[config.mk]
export PLATFORM = sky130hd
export DESIGN_NAME = stack_fault_heartbeat
export DESIGN_NICKNAME = d
export VERILOG_FILES = /design/src/fault_hb_pkg.sv /design/src/stack_fault_heartbeat.sv
export VERILOG_INCLUDE_DIRS = /design/src /design/src/src
export SDC_FILE = /design/constraint.sdc
export NUM_CORES = 1
export LEC_CHECK = 0
export BUFFER_PORTS_ARGS = -buffer_cell sky130_fd_sc_hd__buf_4
export CORE_MARGIN = 2
export CORE_UTILIZATION = 45
export CTS_CLUSTER_DIAMETER = 150
export DETAILED_ROUTE_END_ITERATION = 12
export GPL_TIMING_DRIVEN = 1
export PLACE_DENSITY = 0.69
export SETUP_SLACK_MARGIN = 0.4
export SYNTH_ARGS = -nofsm -noshare
export SYNTH_HDL_FRONTEND = slang
export SYNTH_SLANG_ARGS = --single-unit
export TNS_END_PERCENT = 100
[constraint.sdc]
create_clock -name mclk -period 10.4 [get_ports mclk]
set_clock_uncertainty 0.1 [all_clocks]
set_input_delay 0.52 -clock mclk [delete_from_list [all_inputs] [get_ports mclk]]
set_output_delay 0.52 -clock mclk [all_outputs]
set_load 0.01 [all_outputs]
[src/fault_hb_defs.svh]
// Register offsets, field positions, reset values and timing counts for the fault heartbeat block
`ifndef FAULT_HB_DEFS_SVH
`define FAULT_HB_DEFS_SVH

`define LINK_CONFIG_OFS 8'h00
`define FO_SELECT_OFS 8'h04
`define SYS_FLAGS_OFS 8'h08
`define LINK_FLAGS_OFS 8'h0c
`define DEV_FLAGS_OFS 8'h10
`define SYS_MASK_OFS 8'h14
`define LINK_MASK_OFS 8'h18
`define DEV_MASK_OFS 8'h1c
`define STATUS_OFS 8'h20

`define CFG_HOST_EN_BIT 0
`define CFG_UPPER_EN_BIT 1
`define CFG_STACK_EN_BIT 2
`define RESET_OCCURRED_FLAG_BIT 0
`define LINK_RATE_BIT 0
`define ST_DET_BIT 0
`define ST_CHAIN_BIT 1
`define GRP_LINK_BIT 6
`define GRP_SYS_BIT 7
`define GRP_DEV_BIT 8
`define GRP_PIN_BIT 9

`define LINK_CONFIG_RST 3'h3
`define FO_SELECT_RST 10'h3ff
`define SYS_FLAGS_RST 8'h01
`define FLAGS_RST 8'h00
`define MASK_RST 8'h00

`define CLK_PERIOD_NS 10
`define INIT_WINDOW_NS 4500
`define INIT_WINDOW_CYC (`INIT_WINDOW_NS / `CLK_PERIOD_NS)
`define INIT_EDGE_LIMIT 3'h4
`define SYNC_BEATS 3'h4
`define SYNC_WAIT_US 400
`define HB_PERIOD_CYC (`SYNC_WAIT_US * 1000 / 4 / `CLK_PERIOD_NS)

`endif

[src/fault_hb_pkg.sv]
// Types shared by the fault heartbeat block
package fault_hb_pkg;
    typedef enum logic [1:0] {HB_HOLD, HB_SYNC, HB_RUN} hb_state_t;
endpackage : fault_hb_pkg

[src/stack_fault_heartbeat.sv]
// Fault sensing, heartbeat generation and upper heartbeat watch for one stacked monitor
// How it works
// - Send low-duty heartbeat pulses only while no enabled unmasked fault exists.
// - A set fault flag in a selected group stops the heartbeat; only the startup rate error and the wake event set flags despite masks.
// - A mask blocks future flag setting only; set flags stay set.
// - Unmasked fault events set their matching bit in the fault flag registers.
// - Heartbeat timing comes from the local clock, never from the upper tone.
// - Internal faults pull the fault output low only for selected groups.
// - Lost upper heartbeat reaches the fault output only with upper enable set.
// - Faults assert the fault output only when host port enable is set.
// - Fault output held low during reset and shutdown.
// - One fault-present term stops the tone and, with host port enable set, asserts the output.
// - Heartbeat waits for reset flag clear, then four upper beats when linked.
// - Watch the upper receiver so faults ripple down the stack.
// - With upper enable, missing falling edges set chain fault flags.
// - Under-frequency limit tolerates every other upper pulse going missing.
// - Too-frequent upper edges set rate error; clearable after good edges.
// - Self-test, out-of-range sample and monitor faults stop tone and assert output.
// - Rate error cannot be cleared if no further upper edges arrive.
// - More than four edges in the startup window set rate error even if masked.
// - Rate error depends only on this device's own upper receiver.
// - Each output select bit enables one fault group.
`timescale 1ns/100ps
`default_nettype none
`include "fault_hb_defs.svh"

module stack_fault_heartbeat #(
    parameter int unsigned CNT_W = 16,
    parameter int unsigned HB_PERIOD = `HB_PERIOD_CYC,
    parameter int unsigned HB_PULSE = 100,
    parameter int unsigned UF_LIMIT = 25000,
    parameter int unsigned OF_LIMIT = 5000
) (
    // Clock and reset
    input wire logic mclk,
    input wire logic rstn,
    // Wishbone slave
    input wire logic wb_cyc_i,
    input wire logic wb_stb_i,
    input wire logic wb_we_i,
    input wire logic [7:0] wb_adr_i,
    input wire logic [3:0] wb_sel_i,
    input wire logic [31:0] wb_dat_i,
    output logic [31:0] wb_dat_o,
    output logic wb_ack_o,
    // Fault sources
    input wire logic [6:0] sys_fault_evt,
    input wire logic [6:0] link_fault_evt,
    input wire logic [7:0] dev_fault_evt,
    input wire logic [6:0] group_fault_in,
    input wire logic wake_evt,
    input wire logic shutdown,
    // Fault link pins
    input wire logic upper_fault_rx,
    output logic lower_fault_tx,
    output logic fault_n
);
    import fault_hb_pkg::*;

    localparam logic [CNT_W-1:0] HB_PERIOD_L = CNT_W'(HB_PERIOD - 1);
    localparam logic [CNT_W-1:0] HB_PULSE_L = CNT_W'(HB_PULSE);
    localparam logic [CNT_W-1:0] UF_LIMIT_L = CNT_W'(UF_LIMIT);
    localparam logic [CNT_W-1:0] OF_LIMIT_L = CNT_W'(OF_LIMIT);
    localparam logic [9:0] INIT_WIN_L = 10'(`INIT_WINDOW_CYC);

    // Reset release
    logic rst_meta_reg;
    logic rst_sync_reg;
    always_ff @(posedge mclk or negedge rstn) begin
        if (!rstn) begin
            rst_meta_reg <= 1'b0;
            rst_sync_reg <= 1'b0;
        end else begin
            rst_meta_reg <= 1'b1;
            rst_sync_reg <= rst_meta_reg;
        end
    end
    wire logic rst_n = rst_sync_reg;

    // Bus access
    logic req;
    logic wr_stb;
    logic [31:0] wmask;
    logic [31:0] wdat;
    logic [7:0] word_adr;
    assign req = wb_cyc_i & wb_stb_i & ~wb_ack_o;
    assign wr_stb = req & wb_we_i;
    assign word_adr = {wb_adr_i[7:2], 2'b00};
    assign wmask = {{8{wb_sel_i[3]}}, {8{wb_sel_i[2]}}, {8{wb_sel_i[1]}}, {8{wb_sel_i[0]}}};
    assign wdat = wb_dat_i & wmask;

    // Registers
    logic [2:0] link_config_reg;
    logic [9:0] fo_select_reg;
    logic [7:0] sys_flags_reg;
    logic [7:0] link_flags_reg;
    logic [7:0] dev_flags_reg;
    logic [7:0] sys_mask_reg;
    logic [7:0] link_mask_reg;
    logic [7:0] dev_mask_reg;
    logic chain_det_reg;
    logic chain_fault_reg;

    wire logic host_en = link_config_reg[`CFG_HOST_EN_BIT];
    wire logic upper_en = link_config_reg[`CFG_UPPER_EN_BIT];
    wire logic stack_en = link_config_reg[`CFG_STACK_EN_BIT];

    always_ff @(posedge mclk or negedge rst_n) begin
        if (!rst_n) begin
            link_config_reg <= `LINK_CONFIG_RST;
            fo_select_reg <= `FO_SELECT_RST;
            sys_mask_reg <= `MASK_RST;
            link_mask_reg <= `MASK_RST;
            dev_mask_reg <= `MASK_RST;
        end else if (wr_stb) begin
            unique case (word_adr)
                `LINK_CONFIG_OFS: link_config_reg <= (link_config_reg & ~wmask[2:0]) | wdat[2:0];
                `FO_SELECT_OFS: fo_select_reg <= (fo_select_reg & ~wmask[9:0]) | wdat[9:0];
                `SYS_MASK_OFS: sys_mask_reg <= (sys_mask_reg & ~wmask[7:0]) | wdat[7:0];
                `LINK_MASK_OFS: link_mask_reg <= (link_mask_reg & ~wmask[7:0]) | wdat[7:0];
                `DEV_MASK_OFS: dev_mask_reg <= (dev_mask_reg & ~wmask[7:0]) | wdat[7:0];
                default: ;
            endcase
        end
    end

    // Write-one-to-clear strobes for each flag register
    logic [7:0] sys_clr;
    logic [7:0] link_clr;
    logic [7:0] dev_clr;
    logic [1:0] st_clr;
    assign sys_clr = (wr_stb && word_adr == `SYS_FLAGS_OFS) ? wdat[7:0] : 8'h00;
    assign link_clr = (wr_stb && word_adr == `LINK_FLAGS_OFS) ? wdat[7:0] : 8'h00;
    assign dev_clr = (wr_stb && word_adr == `DEV_FLAGS_OFS) ? wdat[7:0] : 8'h00;
    assign st_clr = (wr_stb && word_adr == `STATUS_OFS) ? wdat[1:0] : 2'b00;

    // Upper receiver: two-flop synchroniser, then falling-edge detect on the settled copy
    logic rx_meta_reg;
    logic rx_sync_reg;
    logic rx_prev_reg;
    always_ff @(posedge mclk or negedge rst_n) begin
        if (!rst_n) begin
            rx_meta_reg <= 1'b0;
            rx_sync_reg <= 1'b0;
            rx_prev_reg <= 1'b0;
        end else begin
            rx_meta_reg <= upper_fault_rx;
            rx_sync_reg <= rx_meta_reg;
            rx_prev_reg <= rx_sync_reg;
        end
    end
    logic fall;
    assign fall = rx_prev_reg & ~rx_sync_reg;

    // Gap between falling edges, saturating at the under-frequency limit
    logic [CNT_W-1:0] gap_reg;
    logic seen_edge_reg;
    always_ff @(posedge mclk or negedge rst_n) begin
        if (!rst_n) begin
            gap_reg <= '0;
            seen_edge_reg <= 1'b0;
        end else begin
            if (fall) begin
                gap_reg <= '0;
                seen_edge_reg <= 1'b1;
            end else if (gap_reg != UF_LIMIT_L) begin
                gap_reg <= gap_reg + 1'b1;
            end
        end
    end

    logic too_fast;
    logic good_edge;
    logic under_freq;
    assign too_fast = fall & seen_edge_reg & (gap_reg < OF_LIMIT_L);
    assign good_edge = fall & seen_edge_reg & ~too_fast;
    // Limit spans more than two periods so one lost pulse goes unreported
    assign under_freq = upper_en & (gap_reg == UF_LIMIT_L - 1'b1) & ~fall;

    // Rate error may only be cleared after a good edge follows it
    logic rate_ok_reg;
    always_ff @(posedge mclk or negedge rst_n) begin
        if (!rst_n) begin
            rate_ok_reg <= 1'b1;
        end else if (too_fast) begin
            rate_ok_reg <= 1'b0;
        end else if (good_edge) begin
            rate_ok_reg <= 1'b1;
        end
    end

    // Startup window counting upper edges regardless of masking
    logic [9:0] init_cnt_reg;
    logic [2:0] init_edges_reg;
    logic in_init;
    logic init_err;
    assign in_init = init_cnt_reg != INIT_WIN_L;
    assign init_err = in_init & fall & (init_edges_reg == `INIT_EDGE_LIMIT);
    always_ff @(posedge mclk or negedge rst_n) begin
        if (!rst_n) begin
            init_cnt_reg <= '0;
            init_edges_reg <= '0;
        end else begin
            if (in_init) begin
                init_cnt_reg <= init_cnt_reg + 1'b1;
            end
            if (in_init && fall && init_edges_reg != `INIT_EDGE_LIMIT) begin
                init_edges_reg <= init_edges_reg + 1'b1;
            end
        end
    end

    // Heartbeat start sequence
    hb_state_t hb_state_reg;
    logic [2:0] beats_reg;
    logic sync_done;
    assign sync_done = (hb_state_reg == HB_SYNC) & good_edge & (beats_reg == `SYNC_BEATS - 3'h1);
    always_ff @(posedge mclk or negedge rst_n) begin
        if (!rst_n) begin
            hb_state_reg <= HB_HOLD;
            beats_reg <= '0;
        end else begin
            unique case (hb_state_reg)
                HB_HOLD: begin
                    beats_reg <= '0;
                    if (!sys_flags_reg[`RESET_OCCURRED_FLAG_BIT]) begin
                        hb_state_reg <= stack_en ? HB_SYNC : HB_RUN;
                    end
                end
                HB_SYNC: begin
                    if (sys_flags_reg[`RESET_OCCURRED_FLAG_BIT]) begin
                        hb_state_reg <= HB_HOLD;
                    end else if (sync_done) begin
                        hb_state_reg <= HB_RUN;
                    end else if (good_edge) begin
                        beats_reg <= beats_reg + 3'h1;
                    end
                end
                HB_RUN: begin
                    if (sys_flags_reg[`RESET_OCCURRED_FLAG_BIT]) begin
                        hb_state_reg <= HB_HOLD;
                    end
                end
            endcase
        end
    end

    // Fault flags: set wins over a clear in the same cycle
    always_ff @(posedge mclk or negedge rst_n) begin
        if (!rst_n) begin
            sys_flags_reg <= `SYS_FLAGS_RST;
        end else begin
            sys_flags_reg <= (sys_flags_reg & ~sys_clr) | ({sys_fault_evt, 1'b0} & ~sys_mask_reg)
                | {7'h00, wake_evt};
        end
    end

    logic [7:0] link_set;
    assign link_set = ({link_fault_evt, too_fast} & ~link_mask_reg) | {7'h00, init_err};
    logic [7:0] link_clr_ok;
    assign link_clr_ok = {link_clr[7:1], link_clr[`LINK_RATE_BIT] & rate_ok_reg};
    always_ff @(posedge mclk or negedge rst_n) begin
        if (!rst_n) begin
            link_flags_reg <= `FLAGS_RST;
        end else begin
            link_flags_reg <= (link_flags_reg & ~link_clr_ok) | link_set;
        end
    end

    always_ff @(posedge mclk or negedge rst_n) begin
        if (!rst_n) begin
            dev_flags_reg <= `FLAGS_RST;
        end else begin
            dev_flags_reg <= (dev_flags_reg & ~dev_clr) | (dev_fault_evt & ~dev_mask_reg);
        end
    end

    // Chain flags; the startup sequence clears the chain fault once four beats arrive
    always_ff @(posedge mclk or negedge rst_n) begin
        if (!rst_n) begin
            chain_det_reg <= 1'b0;
            chain_fault_reg <= 1'b0;
        end else begin
            chain_det_reg <= (chain_det_reg & ~st_clr[`ST_DET_BIT]) | under_freq;
            chain_fault_reg <= (chain_fault_reg & ~st_clr[`ST_CHAIN_BIT] & ~sync_done) | under_freq;
        end
    end

    // Shared fault-present term
    logic [9:0] group_active;
    logic fault_present;
    always_comb begin
        group_active = {group_fault_in[6], |dev_flags_reg, |sys_flags_reg, |link_flags_reg, group_fault_in[5:0]};
    end
    assign fault_present = (|(group_active & fo_select_reg))
        | (upper_en & chain_fault_reg);

    // Heartbeat generator on the local clock only
    logic [CNT_W-1:0] hb_cnt_reg;
    always_ff @(posedge mclk or negedge rst_n) begin
        if (!rst_n) begin
            hb_cnt_reg <= '0;
        end else if (hb_cnt_reg == HB_PERIOD_L) begin
            hb_cnt_reg <= '0;
        end else begin
            hb_cnt_reg <= hb_cnt_reg + 1'b1;
        end
    end

    // Both pins register the same fault term on the same edge; fault_n also needs host_en
    always_ff @(posedge mclk or negedge rst_n) begin
        if (!rst_n) begin
            lower_fault_tx <= 1'b0;
            fault_n <= 1'b0;
        end else begin
            lower_fault_tx <= (hb_state_reg == HB_RUN) & ~fault_present & ~shutdown
                & (hb_cnt_reg < HB_PULSE_L);
            fault_n <= ~(host_en & fault_present) & ~shutdown;
        end
    end

    // Read data and acknowledge; unmapped words read zero and writes there are dropped
    logic [31:0] rd_mux;
    always_comb begin
        rd_mux = 32'h0000_0000;
        unique case (word_adr)
            `LINK_CONFIG_OFS: rd_mux[2:0] = link_config_reg;
            `FO_SELECT_OFS: rd_mux[9:0] = fo_select_reg;
            `SYS_FLAGS_OFS: rd_mux[7:0] = sys_flags_reg;
            `LINK_FLAGS_OFS: rd_mux[7:0] = link_flags_reg;
            `DEV_FLAGS_OFS: rd_mux[7:0] = dev_flags_reg;
            `SYS_MASK_OFS: rd_mux[7:0] = sys_mask_reg;
            `LINK_MASK_OFS: rd_mux[7:0] = link_mask_reg;
            `DEV_MASK_OFS: rd_mux[7:0] = dev_mask_reg;
            `STATUS_OFS: rd_mux[4:0] = {rate_ok_reg, fault_present, lower_fault_tx | (hb_state_reg == HB_RUN),
                chain_fault_reg, chain_det_reg};
            default: ;
        endcase
    end

    always_ff @(posedge mclk or negedge rst_n) begin
        if (!rst_n) begin
            wb_ack_o <= 1'b0;
            wb_dat_o <= 32'h0000_0000;
        end else begin
            wb_ack_o <= req;
            if (req && !wb_we_i) begin
                wb_dat_o <= rd_mux;
            end
        end
    end

endmodule : stack_fault_heartbeat
`default_nettype wire

## Word level (Yosys, flattened, before mapping)

Index checks and enable logic that the tools add are counted.

| word-level totals | value |
|---|---|
| bits in registers | 133 |
| bits of input ports | 81 |
| output and inout port bits | 35 |
| logic and storage cells | 173 |

| cells by class | value |
|---|---|
| $add $sub $neg | 5 |
| order comparisons | 2 |
| equal/unequal tests | 23 |
| mux-type cells | 23 |
| bitwise gates (word level) | 69 |
| reductions and logical operators | 24 |

Operators with widths:

| kind | count |
|---|---|
| bitwise AND 8 bit | 9 |
| NOT 8 bit | 7 |
| 2-to-1 mux 16 bit | 3 |
| OR 8 bit | 6 |
| adder 16 x 1 -> 16 bit, second input constant | 2 |
| bitwise AND 10 bit | 3 |
| one-hot mux 3 bit (9 select lines) | 1 |
| equality test 6 x 3 -> 1 bit, second input constant | 4 |
| 2-to-1 mux 8 bit | 3 |
| OR reduction 8 bit | 3 |
| bitwise AND 1 bit | 23 |
| one-hot mux 3 bit (7 select lines) | 1 |
| equality test 16 x 14 -> 1 bit, second input constant | 1 |
| equality test 16 x 15 -> 1 bit, second input constant | 1 |
| less-than comparator 16 x 13 -> 1 bit, second input constant | 1 |
| less-than comparator 16 x 7 -> 1 bit, second input constant | 1 |
| inequality test 16 x 15 -> 1 bit, second input constant | 1 |
| OR 8 x 1 -> 8 bit | 2 |
| one-hot mux 2 bit (8 select lines) | 1 |
| 2-to-1 mux 2 bit | 7 |
| equality test 6 x 2 -> 1 bit, second input constant | 2 |
| adder 10 x 1 -> 10 bit, second input constant | 1 |
| inequality test 10 x 9 -> 1 bit, second input constant | 1 |
| inequality test 2 bit, second input constant | 5 |
| other kinds (28) | 57 |

## Logic depth before layout (Yosys ltp)

| logic depth | value |
|---|---|
| depth after elaboration | 11 |
| mapped depth | 7 |
| gate-level depth less buffers | 7 |

## Worst setup path before layout

No wires, ideal clock.

| timing | value |
|---|---|
| path kind | input-to-reg |
| start | input port wb_adr_i[2] |
| end | register wb_dat_o[0] |
| library setup time | 0.126 ns |
| arrival time | 1.868 ns |
| slack | 8.306 ns |
| cell stages on the path | 7 |
| cell sequence | clkbuf_1 > buf_2 > mux2i_1 > o21ai_0 > a221oi_1 > nand2_1 > a221o_1 |

| on the way | value |
|---|---|
| word-level cells in the longest chain between the ends | 2 |
| elaborated cells between the ends (all ways) | 10 |
| classes of those cells | eq/ne (8); mux (1); reduce/logical (1) |

RTL lines:

| item | RTL line | RTL |
|---|---|---|
| start: declaration | stack_fault_heartbeat.sv:41 | `input wire logic [7:0] wb_adr_i,` |
| equality test 6 x 4 -> 1 bit, or another cell as far along | stack_fault_heartbeat.sv:326 | `unique case (word_adr)` |
| one-hot mux 3 bit (9 select lines) * | stack_fault_heartbeat.sv:326 |  |
| end signal: assignment | stack_fault_heartbeat.sv:348 | `wb_dat_o <= rd_mux;` |
| end: declaration | stack_fault_heartbeat.sv:44 | `output logic [31:0] wb_dat_o,` |

Every way passes the cells marked *; elsewhere a longest branch is shown, timed or not.
A chain may end at the register's enable or synchronous reset.

## Worst setup path after layout

| timing | value |
|---|---|
| start | register wb_ack_o |
| end | register wb_dat_o[3] |

| on the way | value |
|---|---|
| word-level cells in the longest chain between the ends | 3 |

RTL lines:

| item | RTL line | RTL |
|---|---|---|
| start: declaration | stack_fault_heartbeat.sv:45 | `output logic wb_ack_o,` |
| start signal: assignment | stack_fault_heartbeat.sv:346 | `wb_ack_o <= req;` |
| NOT 1 bit | stack_fault_heartbeat.sv:86 | `assign req = wb_cyc_i & wb_stb_i & ~wb_ack_o;` |
| bitwise AND 1 bit | stack_fault_heartbeat.sv:86 |  |
| logical AND 1 bit | stack_fault_heartbeat.sv:347 | `if (req && !wb_we_i) begin` |

No other way between the ends.

==> results.md <==
Placed design:
- The number of instances in the placed design is 875.
- During placement, the flow inserted port buffers numbering 67.
- Routability-driven placement finished with a final weighted congestion of 0.8918.
- The cell area reported after detailed placement is 7303 um2.
- The placed wire-length estimate after detailed placement is 11.35 mm.

Critical path:
- On the critical path, the stage with the largest delay is an instance of sky130_fd_sc_hd__or3_1.
- The signal on the critical path passes through or3_1, or4_1, nor2_1, a311o_1.
- The endpoint class of the critical path is a register.
- STA classifies the critical path startpoint as a register.
- The worst setup path is of the reg2reg kind.
- In this design, the stage delay of the slowest critical-path cell is 680 ps.
- The setup slack of the worst register-to-register path is 8110 ps.
- The required arrival time at the worst endpoint is 10,660 ps.
- The endpoint of the worst-slack reg-to-reg timing path is wb_dat_o[3]$_DFFE_PN0P_.
- Of all nets on the critical path, the largest fanout is 20.
- In this run the critical register-to-register path is launched from wb_ack_o$_DFF_PN0_.
- At the worst endpoint, the arrival time is 2550 ps.
- The path depth of the worst reg2reg path is 4.

Yosys:
- The share of the Yosys chip area taken by registers is 0.4970.
- Yosys attributes the largest share of cell area to sky130_fd_sc_hd__dfrtp_1, sky130_fd_sc_hd__mux2_2, sky130_fd_sc_hd__dfstp_2.
- The cell count after synthesis is 645.
- The portion of synthesized cell area occupied by the leading cell type is 0.4424.
- The number of enable-type register cells in the synthesized netlist is 0.
- In the synthesized netlist the dominant register cell turns out to be sky130_fd_sc_hd__dfrtp_1.
- The synthesized area per cell is 10.44 um2.
- The mapped netlist covers 6731 um2.
- During synthesis, Yosys emitted a total of 0 warnings.
- The largest area contributor in the netlist is sky130_fd_sc_hd__dfrtp_1.
- Synthesis instantiated 61 different standard cells from the library.
- The fraction of registers with async set/reset is 1.000.
- Counting flops and latches in the post-synthesis netlist gives 133.

Routing:
- For this run, design rule violations remaining after detail routing come to 0.
- Dividing the detail-routed wire length by the instance count gives 17.54 um.
- For this run, the detailed router's first-pass iteration total came to 4.
- The routed layout has 5,106 vias.
- After detailed routing, the total wire length is 15.93 mm.
- The number of routed nets with antenna violations is 0.
- The detailed router finished its first iteration with 437 violations.
- The via count normalized by instance count is 5.623.

GRT:
- The first global-routing pass estimated 25.92 mm of wire.
- The number of antenna violations at the first check in global routing is 0.
- The pin count of the biggest net entering global routing is 74.
- The global route total overflow is 0.
- The via count of the first global-routing pass is 5,007.
- The overall global routing resource usage is 0.2067.

Cells and area:
- The ratio of cells with drive above 1 in the final layout is 0.2528.
- After the last flow step, the layout net total stands at 804.
- The synthesis-to-finish area growth is 17.51%.
- The count of filler cells inserted in the layout is 1,261.
- The final instance count without filler cells is 908.
- In the layout the commonest cells are sky130_fd_sc_hd__dfrtp_1, sky130_fd_sc_hd__buf_4, sky130_fd_sc_hd__o21ai_0, sky130_fd_sc_hd__nand2_1, sky130_fd_sc_hd__mux2_2.
- The number of diodes is 0.
- With fillers left out, the area of the finished cells amounts to 7910 um2.
- The library cell used most frequently in the layout, excluding fill and tap cells, is sky130_fd_sc_hd__dfrtp_1.

Status:
- The run finished with clean final reports.

Floorplan:
- In this run the count of I/O pins placed on the die edge is 116.
- The number of core rows is 44.
- The horizontal extent of the die is 126.3 um.
- The die height is 126.3 um.
- The initial utilization of the core area, before any placement, comes to 0.4614.
- The die covers 15,950 um2.
- The core box area is 14,590 um2.

Clock tree:
- TritonCTS built the clock tree.
- The clock slew at the register clock pins of the worst setup and hold paths is 60 ps.
- The CTS root buffer is sky130_fd_sc_hd__clkbuf_16.
- The CTS buffer count is 17.
- After clock tree synthesis, the repair step resized 0 gates.
- The post-CTS setup buffer count is 0.
- The insertion delay to the later sink of the worst-skew pair is 420 ps.
- The hold buffer count at CTS is 1.
- In this run the deepest clock path goes through 2 buffers.
- The H-tree was split into 4 levels.
- Counting every sink on the clock net gives 133.

STA:
- Dividing the final minimum period by the clock period gives 0.2202.
- The number of failing setup endpoints in the final timing report is 0.
- Static timing analysis puts the maximum clock frequency at 436.6 MHz.
- Measured against its own limit, the worst slew margin works out to 0.3908.
- The actual slew at the worst max-slew pin is 913.7 ps.
- For the final routed database, the setup TNS stands at 0 ps.
- The max-slew violation count is 0.
- The minimum period implied by the final worst setup slack is 2290 ps.
- Setup repair after global routing left no endpoint under its margin.
- The count of final hold-check violations is 0.

Power:
- The worst-case IR drop observed on VDD is 0.0001250 V.
- The total power density per cell area is 166.5 nW/um2.
- The leakage power figure is 3.567 nW.

Worst hold path:
- The worst hold path begins at upper_fault_rx.
- The worst min-delay path endpoint is rx_meta_reg$_DFF_PN0_.
- The path class of the tightest hold or removal check is in2reg.
- The cell count of the worst hold path is 1.

Run:
- The count of max-cap constraint violations is 0.
[worst max-delay path, delay by kind of cell (launching register included)]
family | cells | cell delay [ps]
AND/OR/NAND/NOR | 3 | 1500
flip-flops | 1 | 420
AO/OA/AOI/OAI | 1 | 220
[worst max path at each step]
stage,startpoint,end,slack (ps)
floorplan,rst_n$_DFF_PN0_,async pin,6340
global placement,wb_cyc_i,wb_dat_o[3]$_DFFE_PN0P_,7940
detailed placement,wb_cyc_i,wb_dat_o[3]$_DFFE_PN0P_,7880
CTS,wb_ack_o$_DFF_PN0_,wb_dat_o[3]$_DFFE_PN0P_,8110
global route,wb_ack_o$_DFF_PN0_,wb_dat_o[3]$_DFFE_PN0P_,8020
finish,wb_ack_o$_DFF_PN0_,wb_dat_o[3]$_DFFE_PN0P_,8110
[final cells by class]
class / instances / area (um2) / share of cell area
clock inverter: 15 / 171.4 / 0.02167
tap: 184 / 230.2 / 0.02910
sequential: 133 / 3349 / 0.4234
timing repair buffer: 70 / 528.0 / 0.06675
multi-input combinational: 456 / 3082 / 0.3896
inverter: 33 / 123.9 / 0.01566
clock buffer: 17 / 425.4 / 0.05378
[metrics by stage]
stage / total power [mW] / worst slack, ps / util / hold WS (ps)
after floorplan: 0.6732 / 6345 / - / 124.4
after global placement: 0.7103 / 7938 / 0.5006 / 203.1
after detailed placement: 0.7225 / 7884 / 0.5006 / 207.4
after CTS: 1.328 / 8109 / 0.5422 / 88.77
after global routing: 1.373 / 8020 / 0.5422 / 93.95
final: 1.317 / 8110 / 0.5422 / 104.2
[cells by family after synthesis]
kind of cell | count (synthesis) | synth area share
adder cells (fa/ha/maj) | 12 | 0.02230
AND/OR/NAND/NOR | 208 | 0.1673
flip-flops | 133 | 0.4970
XOR/XNOR | 34 | 0.04424
other | 2 | 0.001116
buffers and inverters | 77 | 0.05688
AO/OA/AOI/OAI | 123 | 0.1119
multiplexers | 56 | 0.09926
[power breakdown]
part	total [mW]	switching (mW)	internal, mW
registers	0.568	0.0272	0.541
clock network	0.604	0.244	0.360
logic	0.146	0.0812	0.0646
total	1.32	0.352	0.965
[layer usage]
layer / vias to the layer above / part of all wire / GRT usage
met3: 23 / 0.054 / 0.04471
met5: - / 0 / 0
met4: 0 / 0.016 / 0.07563
li1: 2397 / - / -
met1: 2523 / 0.45 / 0.2921
met2: 163 / 0.48 / 0.3163
[synthesized netlist by cell type (9+ instances only)]
master	number
sky130_fd_sc_hd__a21oi_1	15
sky130_fd_sc_hd__a22oi_1	9
sky130_fd_sc_hd__buf_2	9
sky130_fd_sc_hd__buf_4	22
sky130_fd_sc_hd__clkbuf_1	11
sky130_fd_sc_hd__dfrtp_1	119
sky130_fd_sc_hd__dfstp_2	14
sky130_fd_sc_hd__ha_1	12
sky130_fd_sc_hd__inv_1	33
sky130_fd_sc_hd__mux2_2	46
sky130_fd_sc_hd__nand2_1	55
sky130_fd_sc_hd__nand3_1	28
sky130_fd_sc_hd__nand4_1	9
sky130_fd_sc_hd__nor2_1	34
sky130_fd_sc_hd__nor3_1	10
sky130_fd_sc_hd__nor4_1	10
sky130_fd_sc_hd__o21ai_0	67
sky130_fd_sc_hd__or3_1	9
sky130_fd_sc_hd__xnor2_1	17
sky130_fd_sc_hd__xor2_1	17
(Power assumes the default switching activity.)
